<file path="config.mk">
export PLATFORM = sky130hd
export DESIGN_NAME = isc_slave_ctrl
export DESIGN_NICKNAME = d
export VERILOG_FILES = /design/src/isc_pkg.sv /design/src/isc_scl_sync.sv /design/src/isc_slave_ctrl.sv
export SDC_FILE = /design/constraint.sdc
export NUM_CORES = 1
export LEC_CHECK = 0
export BUFFER_PORTS_ARGS = -buffer_cell sky130_fd_sc_hd__buf_2
export CORE_AREA = 2 2 80 67
export CTS_CLUSTER_SIZE = 28
export DETAILED_ROUTE_END_ITERATION = 8
export DIE_AREA = 0 0 82 69
export PLACE_DENSITY = 0.87
export REMOVE_ABC_BUFFERS = 1
export SLEW_MARGIN = 20
export SYNTH_ARGS = -nofsm -noshare
export SYNTH_HDL_FRONTEND = slang
export SYNTH_SLANG_ARGS = --single-unit
</file>
<file path="constraint.sdc">
create_clock -name ref_clk_in -period 2.4 [get_ports ref_clk_in]
set_input_delay 0.72 -clock ref_clk_in [delete_from_list [all_inputs] [get_ports ref_clk_in]]
set_output_delay 0.72 -clock ref_clk_in [all_outputs]
set_load 0.01 [all_outputs]
</file>
<file path="src/isc_pkg.sv">
// shared constants and types for the i2c slave control block
package isc_pkg;

    // register byte offsets on the apb bus
    localparam logic [11:0] ISC_OFF_CTRL = 12'h000;
    localparam logic [11:0] ISC_OFF_STS = 12'h004;
    localparam logic [11:0] ISC_OFF_MASK = 12'h008;

    // decoded register index, unmapped last
    localparam logic [1:0] ISC_IDX_CTRL = 2'h0;
    localparam logic [1:0] ISC_IDX_STS = 2'h1;
    localparam logic [1:0] ISC_IDX_MASK = 2'h2;
    localparam logic [1:0] ISC_IDX_NONE = 2'h3;

    // slave control layout, 16 bits, reserved and foreign bits read zero
    typedef struct packed {
        logic [4:0] rsvd;
        logic slave_tx_irq_enable;
        logic slave_rx_irq_enable;
        logic stop_detect_irq_enable;
        logic force_nack_next_byte;
        logic clock_stretch_enable;
        logic [5:0] other;
    } isc_ctrl_t;

    // writable bits of slave control, 10 down to 6
    localparam logic [15:0] ISC_CTRL_WMASK = 16'h07c0;
    localparam logic [15:0] ISC_CTRL_RST = 16'h0000;

    // event layout shared by status and mask registers
    typedef struct packed {
        logic tx;
        logic stop;
        logic rx;
    } isc_evt_t;

    localparam logic [2:0] ISC_STS_RST = 3'h0;
    localparam logic [2:0] ISC_MASK_RST = 3'h0;

    // idle level of the bus clock line
    localparam logic ISC_SCL_IDLE = 1'b1;

    // clock stretch sequencer
    typedef enum {
        ISC_ST_IDLE,
        ISC_ST_WAIT_FALL,
        ISC_ST_HOLD
    } isc_stretch_t;

endpackage

</file>
<file path="src/isc_scl_sync.sv">
// two-flop synchroniser and falling edge finder for the bus clock pin
`timescale 1ns/1ps
`default_nettype none

module isc_scl_sync
    import isc_pkg::*;
(
    input wire logic ref_clk_in,
    input wire logic arst_n_in,
    input wire logic scl_in,
    output logic scl_sync_out,
    output logic scl_fall_out
);

    logic meta_ff, nxt_meta;
    logic sync_ff, nxt_sync;
    logic prev_ff, nxt_prev;
    logic fall_ff, nxt_fall;

    // only the second stage looks at the first one
    always_comb
    begin
        nxt_meta = scl_in;
        nxt_sync = meta_ff;
        nxt_prev = sync_ff;
        nxt_fall = prev_ff & ~sync_ff;
    end

    // idle high so reset fakes no falling edge while the bus line is high at reset release
    always_ff @(posedge ref_clk_in or negedge arst_n_in)
    begin
        if (!arst_n_in)
        begin
            meta_ff <= ISC_SCL_IDLE;
            sync_ff <= ISC_SCL_IDLE;
            prev_ff <= ISC_SCL_IDLE;
            fall_ff <= 1'b0;
        end
        else
        begin
            meta_ff <= nxt_meta;
            sync_ff <= nxt_sync;
            prev_ff <= nxt_prev;
            fall_ff <= nxt_fall;
        end
    end

    assign scl_sync_out = prev_ff;
    assign scl_fall_out = fall_ff;

endmodule

`default_nettype wire

</file>
<file path="src/isc_slave_ctrl.sv">
// i2c slave control: irq enables, forced nack and scl stretch, apb regs
//
// Function
// - receive enable set: each received byte raises an interrupt
// - stop enable set: a detected stop condition raises an interrupt
// - forced nack set: next byte is answered with not-acknowledge
// - forced nack clear: hardware picks ack or nack per byte
// - stretch set while clock low: hold clock low, stalling master
// - transmit enable set: each transmitted byte raises an interrupt
// - stretch set while clock high: hold low after next falling edge
// - stretch cleared: stop holding, release clock to the bus
`timescale 1ns/1ps
`default_nettype none

module isc_slave_ctrl
    import isc_pkg::*;
(
    input wire logic ref_clk_in,
    input wire logic arst_n_in,
    input wire logic psel_in,
    input wire logic penable_in,
    input wire logic pwrite_in,
    input wire logic [11:0] paddr_in,
    input wire logic [31:0] pwdata_in,
    output logic [31:0] prdata_out,
    output logic pready_out,
    output logic pslverr_out,
    input wire logic rx_byte_in,
    input wire logic tx_byte_in,
    input wire logic stop_det_in,
    input wire logic hw_nack_in,
    output logic nack_out,
    input wire logic scl_in,
    output logic scl_out,
    output logic scl_oe_out,
    output logic irq_out
);

    // map a byte address to a register index
    function automatic logic [1:0] isc_decode(input logic [11:0] addr);
        logic [1:0] idx;
        idx = ISC_IDX_NONE;
        case (addr)
            ISC_OFF_CTRL: idx = ISC_IDX_CTRL;
            ISC_OFF_STS: idx = ISC_IDX_STS;
            ISC_OFF_MASK: idx = ISC_IDX_MASK;
            default: idx = ISC_IDX_NONE;
        endcase
        return idx;
    endfunction

    isc_ctrl_t ctrl_ff, nxt_ctrl;
    isc_evt_t sts_ff, nxt_sts;
    isc_evt_t mask_ff, nxt_mask;
    isc_evt_t evt;
    isc_evt_t w1c;
    isc_stretch_t st_ff, nxt_st;
    logic [31:0] prdata_ff, nxt_prdata;
    logic pready_ff, nxt_pready;
    logic pslverr_ff, nxt_pslverr;
    logic irq_ff, nxt_irq;
    logic nack_ff, nxt_nack;
    logic scl_oe_ff, nxt_scl_oe;
    logic scl_sync;
    logic scl_fall;
    logic [1:0] idx;
    logic acc_first;
    logic commit;
    logic wr_commit;

    // pin crossing: the bus clock is foreign to ref_clk_in
    isc_scl_sync i_isc_scl_sync (
        .ref_clk_in(ref_clk_in),
        .arst_n_in(arst_n_in),
        .scl_in(scl_in),
        .scl_sync_out(scl_sync),
        .scl_fall_out(scl_fall)
    );

    // apb phase decode; one wait state so every answer is a flop
    assign idx = isc_decode(paddr_in);
    assign acc_first = psel_in & penable_in & ~pready_ff;
    assign commit = psel_in & penable_in & pready_ff;
    assign wr_commit = commit & pwrite_in & ~pslverr_ff;

    // apb answer: ready and read data prepared in the first access cycle
    always_comb
    begin
        nxt_pready = acc_first;
        nxt_pslverr = acc_first & (idx == ISC_IDX_NONE);
        nxt_prdata = 32'h0000_0000;
        if (acc_first && !pwrite_in)
        begin
            case (idx)
                ISC_IDX_CTRL: nxt_prdata = {16'h0000, ctrl_ff};
                ISC_IDX_STS: nxt_prdata = {29'h0000_0000, sts_ff};
                ISC_IDX_MASK: nxt_prdata = {29'h0000_0000, mask_ff};
                default: nxt_prdata = 32'h0000_0000;
            endcase
        end
    end

    always_ff @(posedge ref_clk_in or negedge arst_n_in)
    begin
        if (!arst_n_in)
        begin
            pready_ff <= 1'b0;
            pslverr_ff <= 1'b0;
            prdata_ff <= 32'h0000_0000;
        end
        else
        begin
            pready_ff <= nxt_pready;
            pslverr_ff <= nxt_pslverr;
            prdata_ff <= nxt_prdata;
        end
    end

    // control and mask writes; only the documented bits are kept
    always_comb
    begin
        nxt_ctrl = ctrl_ff;
        nxt_mask = mask_ff;
        w1c = ISC_STS_RST;
        if (wr_commit && idx == ISC_IDX_CTRL)
        begin
            nxt_ctrl = isc_ctrl_t'(pwdata_in[15:0] & ISC_CTRL_WMASK);
        end
        if (wr_commit && idx == ISC_IDX_MASK)
        begin
            nxt_mask = isc_evt_t'(pwdata_in[2:0]);
        end
        if (wr_commit && idx == ISC_IDX_STS)
        begin
            w1c = isc_evt_t'(pwdata_in[2:0]);
        end
    end

    // event sources are gated by their enables before they latch
    always_comb
    begin
        evt.rx = rx_byte_in & ctrl_ff.slave_rx_irq_enable;
        evt.stop = stop_det_in & ctrl_ff.stop_detect_irq_enable;
        evt.tx = tx_byte_in & ctrl_ff.slave_tx_irq_enable;
        // set beats a same-cycle write-one clear
        nxt_sts = (sts_ff & ~w1c) | evt;
        // irq follows the next status so it never lags the flags
        nxt_irq = |(nxt_sts & nxt_mask);
    end

    always_ff @(posedge ref_clk_in or negedge arst_n_in)
    begin
        if (!arst_n_in)
        begin
            ctrl_ff <= isc_ctrl_t'(ISC_CTRL_RST);
            mask_ff <= isc_evt_t'(ISC_MASK_RST);
            sts_ff <= isc_evt_t'(ISC_STS_RST);
            irq_ff <= 1'b0;
        end
        else
        begin
            ctrl_ff <= nxt_ctrl;
            mask_ff <= nxt_mask;
            sts_ff <= nxt_sts;
            irq_ff <= nxt_irq;
        end
    end

    // acknowledge answer to the byte engine
    always_comb
    begin
        nxt_nack = ctrl_ff.force_nack_next_byte | hw_nack_in;
    end

    always_ff @(posedge ref_clk_in or negedge arst_n_in)
    begin
        if (!arst_n_in)
        begin
            nack_ff <= 1'b0;
        end
        else
        begin
            nack_ff <= nxt_nack;
        end
    end

    // stretch sequencer; idle with enable set only right after setting
    always_comb
    begin
        nxt_st = st_ff;
        case (st_ff)
            ISC_ST_IDLE:
            begin
                // low at setting: hold at once
                if (ctrl_ff.clock_stretch_enable && !scl_sync)
                begin
                    nxt_st = ISC_ST_HOLD;
                end
                else if (ctrl_ff.clock_stretch_enable)
                begin
                    nxt_st = ISC_ST_WAIT_FALL;
                end
            end
            ISC_ST_WAIT_FALL:
            begin
                if (!ctrl_ff.clock_stretch_enable)
                begin
                    nxt_st = ISC_ST_IDLE;
                end
                // high at setting: hold after fall
                else if (scl_fall)
                begin
                    nxt_st = ISC_ST_HOLD;
                end
            end
            ISC_ST_HOLD:
            begin
                if (!ctrl_ff.clock_stretch_enable)
                begin
                    nxt_st = ISC_ST_IDLE;
                end
            end
            default: nxt_st = ISC_ST_IDLE;
        endcase
        nxt_scl_oe = (nxt_st == ISC_ST_HOLD);
    end

    always_ff @(posedge ref_clk_in or negedge arst_n_in)
    begin
        if (!arst_n_in)
        begin
            st_ff <= ISC_ST_IDLE;
            scl_oe_ff <= 1'b0;
        end
        else
        begin
            st_ff <= nxt_st;
            scl_oe_ff <= nxt_scl_oe;
        end
    end

    // output drive; open drain so the driven level is always low
    assign prdata_out = prdata_ff;
    assign pready_out = pready_ff;
    assign pslverr_out = pslverr_ff;
    assign nack_out = nack_ff;
    assign irq_out = irq_ff;
    assign scl_oe_out = scl_oe_ff;
    assign scl_out = 1'b0;

    // checks on enable gating of the interrupt sources
    AST_RX_SETS: assert property (
        @(posedge ref_clk_in) disable iff (!arst_n_in)
        (rx_byte_in && ctrl_ff.slave_rx_irq_enable) |=> sts_ff.rx)
    else $error("received byte with enable did not set status");

    AST_RX_GATED: assert property (
        @(posedge ref_clk_in) disable iff (!arst_n_in)
        $rose(sts_ff.rx) |->
            $past(rx_byte_in && ctrl_ff.slave_rx_irq_enable))
    else $error("receive status set without enabled event");

    AST_STOP_IRQ: assert property (
        @(posedge ref_clk_in) disable iff (!arst_n_in)
        (stop_det_in && ctrl_ff.stop_detect_irq_enable && mask_ff.stop
            && !(commit && pwrite_in)) |=> (sts_ff.stop && irq_out))
    else $error("enabled unmasked stop did not interrupt");

    AST_STOP_GATED: assert property (
        @(posedge ref_clk_in) disable iff (!arst_n_in)
        $rose(sts_ff.stop) |->
            $past(stop_det_in && ctrl_ff.stop_detect_irq_enable))
    else $error("stop status set without enabled event");

    AST_TX_SETS: assert property (
        @(posedge ref_clk_in) disable iff (!arst_n_in)
        (tx_byte_in && ctrl_ff.slave_tx_irq_enable) |=> sts_ff.tx)
    else $error("transmitted byte with enable did not set status");

    // checks on the acknowledge answer
    AST_FORCE_NACK: assert property (
        @(posedge ref_clk_in) disable iff (!arst_n_in)
        ctrl_ff.force_nack_next_byte |=> nack_out)
    else $error("forced nack not driven");

    AST_HW_ACK: assert property (
        @(posedge ref_clk_in) disable iff (!arst_n_in)
        !ctrl_ff.force_nack_next_byte |=> (nack_out == $past(hw_nack_in)))
    else $error("hardware ack decision not passed through");

    // checks on the stretch sequencer and the clock line drive
    AST_HOLD_LOW: assert property (
        @(posedge ref_clk_in) disable iff (!arst_n_in)
        (st_ff == ISC_ST_IDLE && ctrl_ff.clock_stretch_enable && !scl_sync)
            |=> (scl_oe_out && st_ff == ISC_ST_HOLD))
    else $error("low clock not held after stretch set");

    AST_WAIT_FALL: assert property (
        @(posedge ref_clk_in) disable iff (!arst_n_in)
        (st_ff == ISC_ST_WAIT_FALL && ctrl_ff.clock_stretch_enable
            && !scl_fall) |=> !scl_oe_out)
    else $error("clock held before its falling edge");

    AST_FALL_HOLD: assert property (
        @(posedge ref_clk_in) disable iff (!arst_n_in)
        (st_ff == ISC_ST_WAIT_FALL && ctrl_ff.clock_stretch_enable
            && scl_fall) |=> scl_oe_out [*1] ##0 (st_ff == ISC_ST_HOLD))
    else $error("clock not held after falling edge");

    AST_RELEASE: assert property (
        @(posedge ref_clk_in) disable iff (!arst_n_in)
        $fell(ctrl_ff.clock_stretch_enable) |=> !scl_oe_out [*2])
    else $error("clock line not released after stretch cleared");

endmodule

`default_nettype wire

</file>
Word level (Yosys, flattened, before mapping) --
Cells that the tools add are included.
Cells by class: equality and inequality tests 8, bitwise gates (word level) 18, mux-type cells 11, reductions and logical operators 11
Operators by type and width (count):
- 32-bit 2-to-1 mux | 6
- 32-bit one-hot mux with 3 select lines | 1
- 11-bit one-hot mux with 3 select lines | 1
- 32-bit by 1-bit equality test with 1-bit output, second input constant | 1
- 32-bit by 2-bit equality test with 1-bit output, second input constant | 1
- 32-bit by 3-bit equality test with 1-bit output, second input constant | 1
- 32-bit zero test | 1
- 12-bit by 3-bit equality test with 1-bit output, second input constant | 1
- 12-bit by 4-bit equality test with 1-bit output, second input constant | 1
- 12-bit zero test | 1
- 1-bit bitwise AND | 10
- 3-bit bitwise AND | 2
- 3-bit 2-to-1 mux | 2
- 2-bit one-hot mux with 3 select lines | 1
- 1-bit logical AND | 5
- 2-bit equality test, second input constant | 2
- 1-bit NOT | 3
- 3-bit NOT | 1
- 3-bit bitwise OR | 1
- 3-bit OR reduction | 1
- 2-bit by 1-bit equality test with 1-bit output, second input constant | 1
- 1-bit zero test | 2
- 2-bit zero test | 1
- 1-bit bitwise OR | 1
Word-level totals: logic and storage cells 70, input port bits 54, flip-flop bits (word level) 84, output and inout bits 38

Depth between registers and ports, before layout --
Gate-level depths: netlist of the first run.
depth after elaboration 11, mapped depth 6, depth with buffers taken out 5

Hierarchy --
From an unflattened synthesis of the first run, not the netlist that was laid out.
Unflattened totals: cells, all modules 161, area total of the unflattened synthesis 2197.1 um2
Modules (own cells, without submodules):
- isc_slave_ctrl | cells an instance 156, instances 1, area an instance 2079.5 um2
- isc_scl_sync | cells an instance 5, instances 1, area an instance 117.6 um2

Worst setup path after synthesis of the first run --
Ideal clock, no wire load.
path kind in2reg, start point input paddr_in[7], end point register irq_ff, in the netlist irq_out, arrival time 2736 ps, cell stages on the path 6, data required time 2274 ps, slack -462 ps, path buffers 1, library setup time 126 ps, cell sequence or4_1 -> or4_1 -> buf_2 -> or3_1 -> a22o_1 -> a221o_1
RTL lines:
- start, declared | RTL line isc_slave_ctrl.sv:23 | input wire logic [11:0] paddr_in,
- end signal, assigned | RTL line isc_slave_ctrl.sv:165 | irq_ff <= nxt_irq;
- end, declared | RTL line isc_slave_ctrl.sv:61 | logic irq_ff, nxt_irq;

==> impl_summary.log, run 1 <==
[metrics] run status: finished with violations
[metrics] violations in the final reports: setup timing
[metrics] largest net degree at the start of global routing: 26
[metrics] fraction of power spent switching nets: 0.216
[metrics] fraction of the cycle the final worst path needs: 1.08
[metrics] first-pass GRT wire length: between 7 and 8 mm
[metrics] layout filler cell count: 393
[metrics] count of clock tree sinks: 60
[metrics] number of I/O pins: between 90 and 100
[metrics] post-synthesis instance total: 161
[metrics] pwr dens: 779 nW/µm²
[metrics] clock latency at the later pin of the worst-skew pair: 0.34 ns
[metrics] Clk pin slew, worst setup/hold paths: 0.07 ns
[metrics] critical path launch point type: input port
[metrics] WL per Instance: 13.4 µm
[metrics] worst min path class: input port to asynchronous set/reset pin
[metrics] portion of synthesized cell area occupied by the leading cell type: 0.651
[metrics] GRT overflow: 0
[metrics] layout-stage area growth over the synthesis result: 25.9%
[metrics] Iteration-0 DRC Markers: 49
[metrics] Final HPWL DP: just under 3 mm
[metrics] Critical Path End Type: register
[metrics] antenna violations before repair: 0
[metrics] minimum clock period after layout: between 2 and 3 ns
[metrics] # port buffers: 42
[metrics] final core utilization: 0.570
[metrics] Worst path max stage delay: 0.59 ns
[metrics] arrival time worst endpoint: 2.82 ns
[metrics] Pint: roughly 1700 µW
[metrics] CP Max Fanout: 7
[metrics] relative contribution of the clock network to total power: 0.462
[metrics] Cell Chain, Critical Path: buf_6 > or4_4 > or4_4 > or3_1 > a22o_1 > a221o_1
[metrics] Synth Area per Inst: 13.6 µm²
[metrics] sequential cell area fraction in the yosys report: 0.687
[metrics] total inserted antenna cells: 0
[metrics] largest area contributor in the synthesized netlist: dfrtp_1
[metrics] Total Routed Length: 4.16 mm
[metrics] total number of H-tree levels: 3
[metrics] post-route insts no fill: between 300 and 400
[metrics] post-route worst hold slack: 0.252 ns
[metrics] vias per inst: 4.42
[metrics] switching component of the power: 464 µW
[metrics] y dimension of the die: between 60 and 70 µm
[metrics] post-route worst setup slack: -0.190 ns
[metrics] Synth Cell Area: 2190 µm²
[metrics] number of search-and-repair iterations in the first detailed-routing pass: 6
[metrics] Synth warnings: 0
[metrics] CTS tree: done
[metrics] register bit count reported by yosys: 60
[metrics] Initial Utilization: 0.453
[metrics] largest clock skew in the final design: 0.00490 ns
[metrics] number of buffers inserted during clock tree synthesis: 9
[metrics] Die X: roughly 80 µm
[metrics] DR DRC count: 0
[metrics] routability-driven placement congestion ratio: 0.758
[metrics] top achievable clock speed: 386 MHz
[metrics] number of placement rows: 23
[metrics] required time of the critical path: 2.63 ns
[metrics] top cells by area, synth: dfrtp_1, buf_4, dfstp_2, mux2_2, nor4_1
[metrics] relative contribution of combinational cells to total power: 0.046
[metrics] sequential power share: 0.492
[metrics] setup repair after global routing missed its margin: true
[metrics] cell count after placement: between 200 and 300
[metrics] Static Leak: between 0.001 and 0.0015 µW
[metrics] area of the placeable core: 4830 µm²
[metrics] cell with the largest stage delay on the worst path: or4_4
[metrics] vias in the first global route: 1560
[metrics] fin. max-slew vios: 0
[metrics] Yosys cell types: 34
[metrics] antenna-violating nets left: 0
[metrics] post-route setup TNS: -1.01 ns
[metrics] family with the most delay on the worst path: simple AND/OR/NAND/NOR gates
[metrics] total routing usage reported by global routing: 0.167
[metrics] category of the most critical setup path: input port to register
[metrics] number of failing setup endpoints in the final timing report: 11
[metrics] vias: around 1.4k
[metrics] Root Driver: clkbuf_8
[metrics] post-layout net count: 298
[metrics] number of hold violations in the final report: 0
[metrics] number of buffers and inverters on the critical path: 1
[metrics] critical path's most frequent cell: or4_4
[metrics] Max Cap Violations: 0
[metrics] Worst IR Drop VDD: 419 µV
[metrics] Die ar.: 5660 µm²
[metrics] layout cells sized above 1: 0.321
[metrics] Max clock buf depth: 2
layout by cell type (no fill, tap or decap), types with 2 or more instances in the layout:
| master | synthesis | layout |
|---|---|---|
| or4_4 | 0 | 5 |
| conb_1 | 1 | 55 |
| bufinv_16 | 0 | 2 |
| dfrtp_1 | 57 | 57 |
| or3_1 | 2 | 2 |
| mux2_2 | 7 | 7 |
| clkbuf_8 | 0 | 10 |
| buf_6 | 0 | 2 |
| buf_4 | 25 | 4 |
| nor2b_1 | 3 | 3 |
| inv_1 | 3 | 3 |
| a21oi_1 | 2 | 2 |
| buf_2 | 1 | 40 |
| nand2_1 | 9 | 9 |
| a22oi_1 | 4 | 4 |
| and2_1 | 5 | 4 |
| nor3_1 | 4 | 4 |
| o31ai_1 | 2 | 2 |
| clkinv_2 | 0 | 3 |
| nor4_1 | 7 | 7 |
| nand4_1 | 2 | 2 |
| dfstp_2 | 3 | 3 |
| nor2_1 | 5 | 5 |
timing repair:
action | 4_1_cts | 5_1_grt
hold endpoints to repair | 0 | 0
setup buffers | 0 | 0
cloned | 0 | 0
pin swaps | 9 | 7
setup endpoints to repair | 16 | 14
resized for setup | 7 | 2
hold buffers | 0 | 0
path summary, 6_finish.rpt:
kind,start,end,slack (ns),cells past startpoint
worst max register to register,pslverr_out$_DFF_PN0_,irq_out$_DFF_PN0_,0.34,5
worst max-delay path,paddr_in[4],irq_out$_DFF_PN0_,-0.19,6
min in group ref_clk_in,i_isc_scl_sync.meta_ff$_DFF_PN1_,i_isc_scl_sync.nxt_prev$_DFF_PN1_,0.36,0
worst min-delay path,arst_n_in,pslverr_out$_DFF_PN0_,0.25,1
worst min register to register,i_isc_scl_sync.meta_ff$_DFF_PN1_,i_isc_scl_sync.nxt_prev$_DFF_PN1_,0.36,0
max in group asynchronous,arst_n_in,ctrl_ff[10]$_DFFE_PN0P_,1.55,2
sequential cells by signal, indices dropped and copies added (netlist names):
signal / count
st_ff: 32
prdata_out: 8
ctrl_ff: 5
mask_ff: 3
sts_ff: 3
i_isc_scl_sync.meta_ff: 1
i_isc_scl_sync.nxt_prev: 1
i_isc_scl_sync.scl_fall_out: 1
i_isc_scl_sync.scl_sync_out: 1
irq_out: 1
nack_out: 1
pready_out: 1
pslverr_out: 1
scl_oe_out: 1
power groups by stage:
stage	sequential (µW)	combinational, µW	clock, µW
finish	1060	98.9	992
detailed placement	1080	91.6	0
CTS	1060	96.0	1000
global route	1060	115	1060
global placement	1070	88.2	0
floorplan	1070	34.2	0
layer usage:
layer | share of wire | GRT usage
met1 | 0.42 | 0.199
met2 | 0.51 | 0.272
met3 | 0.039 | 0.0249
met4 | 0.032 | 0.115
met5 | 0 | 0
kinds of logic (layout without fill, tap and decap cells):
family                 count (synthesis)  after routing  share of synthesized area
and+or+nand+nor                       49             49                      0.131
AOI/OAI and AO/OA                     12             12                     0.0389
other                                  1             55                    0.00171
DFF                                   60             60                      0.687
buffers and inverters                 31             65                      0.100
muxes                                  8              8                     0.0406
metrics by stage:
stage | total power [µW] | setup slack [ns] | cell area, µm²
after floorplan | 1110 | -0.441 | 2180
after global placement | 1160 | -0.637 | 2500
after detailed placement | 1170 | -0.683 | 2500
after CTS | 2160 | -0.184 | 2750
after global routing | 2230 | -0.246 | 2760
final | 2150 | -0.190 | 2760
synthesized netlist by cell type, drive strengths merged:
master,count
or2,1
o21ai,1
buf,26
mux2,7
nand2,9
nor3,5
or3,3
inv,3
clkdlybuf4s50,1
or4,5
a31oi,1
mux2i,1
a22oi,4
a22o,1
nand2b,1
a21oi,2
dfrtp,57
dfstp,3
clkbuf,1
and2,5
nor4b,1
o31ai,2
nand4,2
nor2b,3
a221o,1
conb,1
nand4bb,1
nor2,5
nand3b,1
nor4,7
final cells by class:
class / instances / area [µm²] / share of cell area
repair buffers: 46 / 253 / 0.0917
clock buffers: 11 / 141 / 0.0513
inverters: 3 / 11.3 / 0.00408
flip-flops and latches: 60 / 1510 / 0.546
multi-input cells: 124 / 694 / 0.252
well taps: 62 / 77.6 / 0.0281
clock inverters: 5 / 75.1 / 0.0272
Power figures use the tool's default switching activity.
==> run 2, diff against run 1 <==
Settings changed: SYNTH_HIERARCHICAL from default to 1.
==> run 2 against run 1 <==
Effect of this change:
- the run still ends with setup timing left
- first-iteration DRC count is 120% higher
- final area rose by 2.1%
- sequential cell count unchanged
- power increased by 0.30%
- critical endpoint unchanged
- largest cell class unchanged
- highest routed layer unchanged
==> impl_summary.log, run 2 <==
[metrics] dominant synthesized flop cell: dfrtp_1
[metrics] number of search-and-repair iterations in the first detailed-routing pass: 4
[metrics] library cell with the highest instance count after synthesis: dfrtp_1
[metrics] Synth Cell Area: 2200 µm²
[metrics] DR DRC count: 0
[metrics] Synth warnings: 6
[metrics] family with the most delay on the worst path: simple AND/OR/NAND/NOR gates
[metrics] CTS tree: done
[metrics] pwr dens: 765 nW/µm²
[metrics] violations in the final reports: setup timing
[metrics] run status: finished with violations
[metrics] critical path's most frequent cell: or4_4
[metrics] register with the most flip-flops: st_ff
[metrics] # port buffers: 42
[metrics] most common library cell in the layout ignoring fill and taps: dfrtp_1
[metrics] number of failing setup endpoints in the final timing report: 11
[metrics] fin. max-slew vios: 0
[metrics] total inserted antenna cells: 0
[metrics] Iteration-0 DRC Markers: 106
[metrics] antenna violations before repair: 0
[metrics] Synth Area per Inst: 13.6 µm²
[metrics] arrival time worst endpoint: between 2 and 3 ns
[metrics] Static Leak: 0.00143 µW
[metrics] largest net degree at the start of global routing: 61
[metrics] WL per Instance: roughly 14 µm
[metrics] Worst IR Drop VDD: 527 µV
[metrics] Initial Utilization: 0.454
[metrics] register bit count reported by yosys: 60
[metrics] critical path launch point type: input port
[metrics] count of flip-flops with a built-in enable after synthesis: 0
[metrics] portion of synthesized cell area occupied by the leading cell type: 0.649
[metrics] setup repair after global routing missed its margin: true
[metrics] y dimension of the die: between 60 and 70 µm
[metrics] total number of H-tree levels: 3
[metrics] vias: 1406
[metrics] most frequent cells in the layout: dfrtp_1, conb_1, buf_2, clkbuf_8, nand2_1
[metrics] Die ar.: 5660 µm²
[metrics] routability-driven placement congestion ratio: about 0.85
[metrics] cell with the largest stage delay on the worst path: or4_4
[metrics] number of hold violations in the final report: 0
[metrics] antenna-violating nets left: 0
[metrics] number of buffers inserted during clock tree synthesis: 9
[metrics] GRT overflow: 0
[metrics] top achievable clock speed: 388 MHz
[metrics] total routing usage reported by global routing: 0.169
[metrics] ys async rst share: 1.00
[metrics] top cells by area, synth: dfrtp_1, buf_4, dfstp_2, mux2_2, nor4_1
[metrics] layout cells sized above 1: 0.347
[metrics] largest area contributor in the synthesized netlist: dfrtp_1
[metrics] minimum clock period after layout: roughly 2.6 ns
[metrics] Die X: 82 µm
[metrics] post-route worst setup slack: -0.177 ns
[metrics] number of buffers and inverters on the critical path: 1
[metrics] vias per inst: 4.49
[metrics] Cell Chain, Critical Path: buf_6 > or4_4 > or4_4 > or3_4 > a22o_1 > a221o_1
[metrics] Root Driver: clkbuf_8
[metrics] cell count after placement: between 200 and 300
[metrics] post-route insts no fill: 313
[metrics] post-route setup TNS: -0.667 ns
[metrics] most frequent cells after synthesis: dfrtp_1, buf_4, nand2_1, mux2_2, nor4_1
[metrics] Yosys cell types: 35
[metrics] Max clock buf depth: 2
[metrics] post-synthesis instance total: 161
[metrics] vias in the first global route: 1459
[metrics] number of placement rows: 23
[metrics] Worst path max stage delay: 0.57 ns
[metrics] fraction of the cycle the final worst path needs: 1.07
[metrics] worst min path class: register to register
[metrics] clock latency at the later pin of the worst-skew pair: 0.34 ns
[metrics] category of the most critical setup path: input port to register
[metrics] number of I/O pins: slightly above 90
[metrics] number of buffers inserted by hold repair at cts: 0
[metrics] Critical Path End Type: register
[metrics] sequential cell area fraction in the yosys report: 0.685
[metrics] pre-CTS setup slack: -0.698 ns
[metrics] largest clock skew in the final design: 0.00808 ns
[metrics] area of the placeable core: 4830 µm²
[metrics] CP Max Fanout: 6
[metrics] post-layout net count: 300
[metrics] Max Cap Violations: 0
[metrics] Final HPWL DP: 2.82 mm
[metrics] Clk pin slew, worst setup/hold paths: roughly 0.070 ns
[metrics] flip-flop count of the largest register after layout: 32
[metrics] first-pass GRT wire length: 6.80 mm
[metrics] required time of the critical path: 2.62 ns
[metrics] Total Routed Length: 4.40 mm
[metrics] count of clock tree sinks: 60
[metrics] layout-stage area growth over the synthesis result: 28.2%
==> run 2: cell counts after synthesis <==
No cell type changed its count.
==> run 2: final timing paths <==
check / startpoint / endpoint / slack (ns) / cells after the start
worst max-delay path: paddr_in[8] / irq_out$_DFF_PN0_ / -0.18 / 6
worst min-delay path: i_isc_scl_sync/meta_ff$_DFF_PN1_ / i_isc_scl_sync/nxt_prev$_DFF_PN1_ / 0.36 / 0
worst max register to register: pslverr_out$_DFF_PN0_ / irq_out$_DFF_PN0_ / 0.29 / 5
worst min register to register: i_isc_scl_sync/meta_ff$_DFF_PN1_ / i_isc_scl_sync/nxt_prev$_DFF_PN1_ / 0.36 / 0
max in group asynchronous: arst_n_in / i_isc_scl_sync/nxt_prev$_DFF_PN1_ / 1.71 / 2
min in group asynchronous: arst_n_in / ctrl_ff[8]$_DFFE_PN0P_ / 0.37 / 2
==> run 2: layout make-up <==
class                           count  area [µm²]
Fill cell                         377        2020
Sequential cell                    60        1510
Multi-Input combinational cell    124         719
Timing Repair Buffer               48         287
Clock buffer                       11         141
Tap cell                           62        77.6
Clock inverter                      5        75.1
Inverter                            3        11.3
==> run 2: worst register-to-register path: stages, from the launching register on <==
cell      delay (ns)
dfrtp_1         0.39
nand3b_1        0.18
or4_4           0.54
or3_4           0.35
a22o_1          0.21
a221o_1         0.33
==> run 2: logic make-up after synthesis <==
kind of cell / count (synthesis) / synth area share
other cells: 1 / 0.00171
compound gates: 12 / 0.0387
buf+inv: 31 / 0.0997
mux: 8 / 0.0404
flops: 60 / 0.685
simple gates: 49 / 0.134
==> run 2: repair_timing <==
item	4_1_cts	5_1_grt
resized for setup	9	5
pin swaps	12	9
endpoints found under the setup margin	14	14
buffers inserted	1	1
==> run 2: where the power goes <==
group	total, µW	internal (µW)	switching [µW]
logic	103	34.6	68.8
clock network	993	608	386
registers	1060	1050	12.9
total	2160	1690	467
==> run 2: metrics by stage <==
| stage | hold WS, ns | total power (µW) | util | instance area, µm² |
|---|---|---|---|---|
| global placement | 0.347 | 1160 | 0.522 | 2520 |
| finish | 0.363 | 2160 | 0.583 | 2820 |
| global route | 0.363 | 2250 | 0.583 | 2820 |
| floorplan | 0.345 | 1110 | - | 2190 |
| detailed placement | 0.355 | 1170 | 0.522 | 2520 |
| CTS | 0.362 | 2170 | 0.577 | 2790 |
==> run 2: metal layers <==
layer,vias to the layer above,track usage,wire length (µm)
li1,649,-,-
met1,689,0.193,1670
met2,55,0.274,2410
met3,13,0.0681,211
met4,0,0.0759,106
met5,-,0,0
==> run 3, diff against run 2 <==
Settings changed: CELL_PAD_IN_SITES_DETAIL_PLACEMENT from default to 0, CELL_PAD_IN_SITES_GLOBAL_PLACEMENT from default to 1, CORE_AREA 2 2 80 67 to 2 2 91 75, DIE_AREA 0 0 82 69 to 0 0 93 77.
==> run 3 against run 2 <==
Effect of this change:
- the flow still finishes with violations (setup timing)
- global-route usage decreased by 5.0 points
- clock skew increased by 0.0043 ns
- first-iteration DRC count decreased by 56%
- register-to-register slack got worse by 0.02 ns
- largest power group unchanged
- highest routed layer unchanged
==> impl_summary.log, run 3 (synthesis gave the netlist of run 2 again) <==
[metrics] run status: finished with violations
[metrics] violations in the final reports: setup timing
[metrics] Clk pin slew, worst setup/hold paths: 0.07 ns
[metrics] arrival time worst endpoint: 2.81 ns
[metrics] number of failing setup endpoints in the final timing report: 11
[metrics] antenna-violating nets left: 0
[metrics] fraction of the cycle the final worst path needs: 1.08
[metrics] fin. max-slew vios: 0
[metrics] vias in the first global route: between 1k and 1.5k
[metrics] total number of H-tree levels: 3
[metrics] total power: 1960 µW
[metrics] number of buffers inserted by hold repair at cts: 0
[metrics] Root Driver: clkbuf_8
[metrics] category of the most critical setup path: input port to register
[metrics] Final HPWL DP: 2.74 mm
[metrics] post-route worst hold slack: 0.344 ns
[metrics] Iteration-0 DRC Markers: 47
[metrics] number of I/O pins: between 90 and 100
[metrics] Cell Chain, Critical Path: buf_6 > or4_4 > or4_4 > or3_4 > a22o_1 > a221o_1
[metrics] most common library cell in the layout ignoring fill and taps: dfrtp_1
[metrics] post-route worst setup slack: -0.201 ns
[metrics] clock latency at the later pin of the worst-skew pair: 0.34 ns
[metrics] most frequent cells in the layout: dfrtp_1, conb_1, buf_2, clkbuf_8, nand2_1
[metrics] Max clock buf depth: 2
[metrics] pwr dens: 699 nW/µm²
[metrics] cell with the largest stage delay on the worst path: or4_4
[metrics] post-layout net count: 300
[metrics] Total Routed Length: slightly below 4 mm
[metrics] # port buffers: 42
[metrics] antenna violations before repair: 0
[metrics] area of the placeable core: 6250 µm²
[metrics] vias per inst: 4.01
[metrics] y dimension of the die: between 70 and 80 µm
[metrics] WL per Instance: between 10 and 15 µm
[metrics] Static Leak: approximately 0.0014 µW
[metrics] family with the most delay on the worst path: simple AND/OR/NAND/NOR gates
[metrics] critical path's most frequent cell: or4_4
[metrics] minimum clock period after layout: ~2.6 ns
[metrics] total routing usage reported by global routing: 0.118
[metrics] Initial Utilization: 0.352
[metrics] number of search-and-repair iterations in the first detailed-routing pass: 4
[metrics] Die ar.: 7160 µm²
[metrics] largest clock skew in the final design: 0.0124 ns
[metrics] layout cells sized above 1: 0.355
[metrics] critical path launch point type: input port
[metrics] layout-stage area growth over the synthesis result: 27.8%
[metrics] vias: around 1.3k
[metrics] flip-flop count of the largest register after layout: 32
[metrics] Worst IR Drop VDD: around 260 µV
[metrics] number of hold violations in the final report: 0
[metrics] CTS tree: done
[metrics] number of placement rows: 26
[metrics] first-pass GRT wire length: 6.22 mm
[metrics] DR DRC count: 0
[metrics] Critical Path End Type: register
[metrics] worst min path class: input port to asynchronous set/reset pin
[metrics] setup repair after global routing missed its margin: true
[metrics] CP Max Fanout: 5
[metrics] GRT overflow: 0
[metrics] Worst path max stage delay: 0.57 ns
[metrics] register with the most flip-flops: st_ff
[metrics] top achievable clock speed: roughly 380 MHz
[metrics] largest net degree at the start of global routing: 40
[metrics] routability-driven placement congestion ratio: 0.695
[metrics] count of clock tree sinks: 60
[metrics] post-route setup TNS: -1.49 ns
[metrics] Max Cap Violations: 0
[metrics] total inserted antenna cells: 0
[metrics] Die X: ~93 µm
[metrics] required time of the critical path: 2.61 ns
[metrics] number of buffers and inverters on the critical path: 1
[metrics] number of buffers inserted during clock tree synthesis: 9
-- run 3: timing repair --
action / 4_1_cts / 5_1_grt
setup endpoints to repair: 15 / 14
pin swaps: 5 / 7
setup buffers: 1 / 0
resized for setup: 8 / 7
-- run 3: power by group --
group	internal (µW)	total (µW)	switching, µW
clock	456	807	351
sequential	1050	1060	11.8
combinational	33.4	99.2	65.8
total	1540	1960	428
-- run 3: through the flow --
stage / instance area [µm²] / instances / utilization / worst slack (ns)
3_3_place_gp: 2560 / 318 / 0.409 / -0.675
4_1_cts: 2780 / 335 / 0.446 / -0.171
3_5_place_dp: 2560 / 318 / 0.409 / -0.677
2_1_floorplan: 2190 / 187 / - / -0.441
5_1_grt: 2810 / 335 / 0.450 / -0.242
6_report: 2810 / 335 / 0.450 / -0.201
-- run 3: layout make-up --
class	count	area, µm²
clock buffer	14	173
sequential	60	1510
tap	84	105
clock inverter	2	10.0
fill	581	3440
multi-input combinational	124	723
inverter	3	11.3
timing repair buffer	48	280
-- run 3: metal layers --
metal	track usage	wire, µm	part of all wire	up-vias
met3	0.0550	216	0.056	8
met5	0	0	0	-
met4	0.0706	106	0.027	0
met2	0.177	1950	0.50	47
met1	0.139	1600	0.41	642
li1	-	-	-	645
-- run 3: path summary, 6_finish.rpt --
kind / start / depth (start not counted) / slack [ns] / to
worst max-delay path: paddr_in[1] / 6 / -0.20 / irq_out$_DFF_PN0_
worst min-delay path: arst_n_in / 1 / 0.34 / ctrl_ff[6]$_DFFE_PN0P_
worst max register to register: pslverr_out$_DFF_PN0_ / 5 / 0.27 / irq_out$_DFF_PN0_
worst min register to register: i_isc_scl_sync/meta_ff$_DFF_PN1_ / 0 / 0.36 / i_isc_scl_sync/nxt_prev$_DFF_PN1_
max in group asynchronous: arst_n_in / 2 / 1.44 / i_isc_scl_sync/scl_sync_out$_DFF_PN1_
min in group ref_clk_in: i_isc_scl_sync/meta_ff$_DFF_PN1_ / 0 / 0.36 / i_isc_scl_sync/nxt_prev$_DFF_PN1_
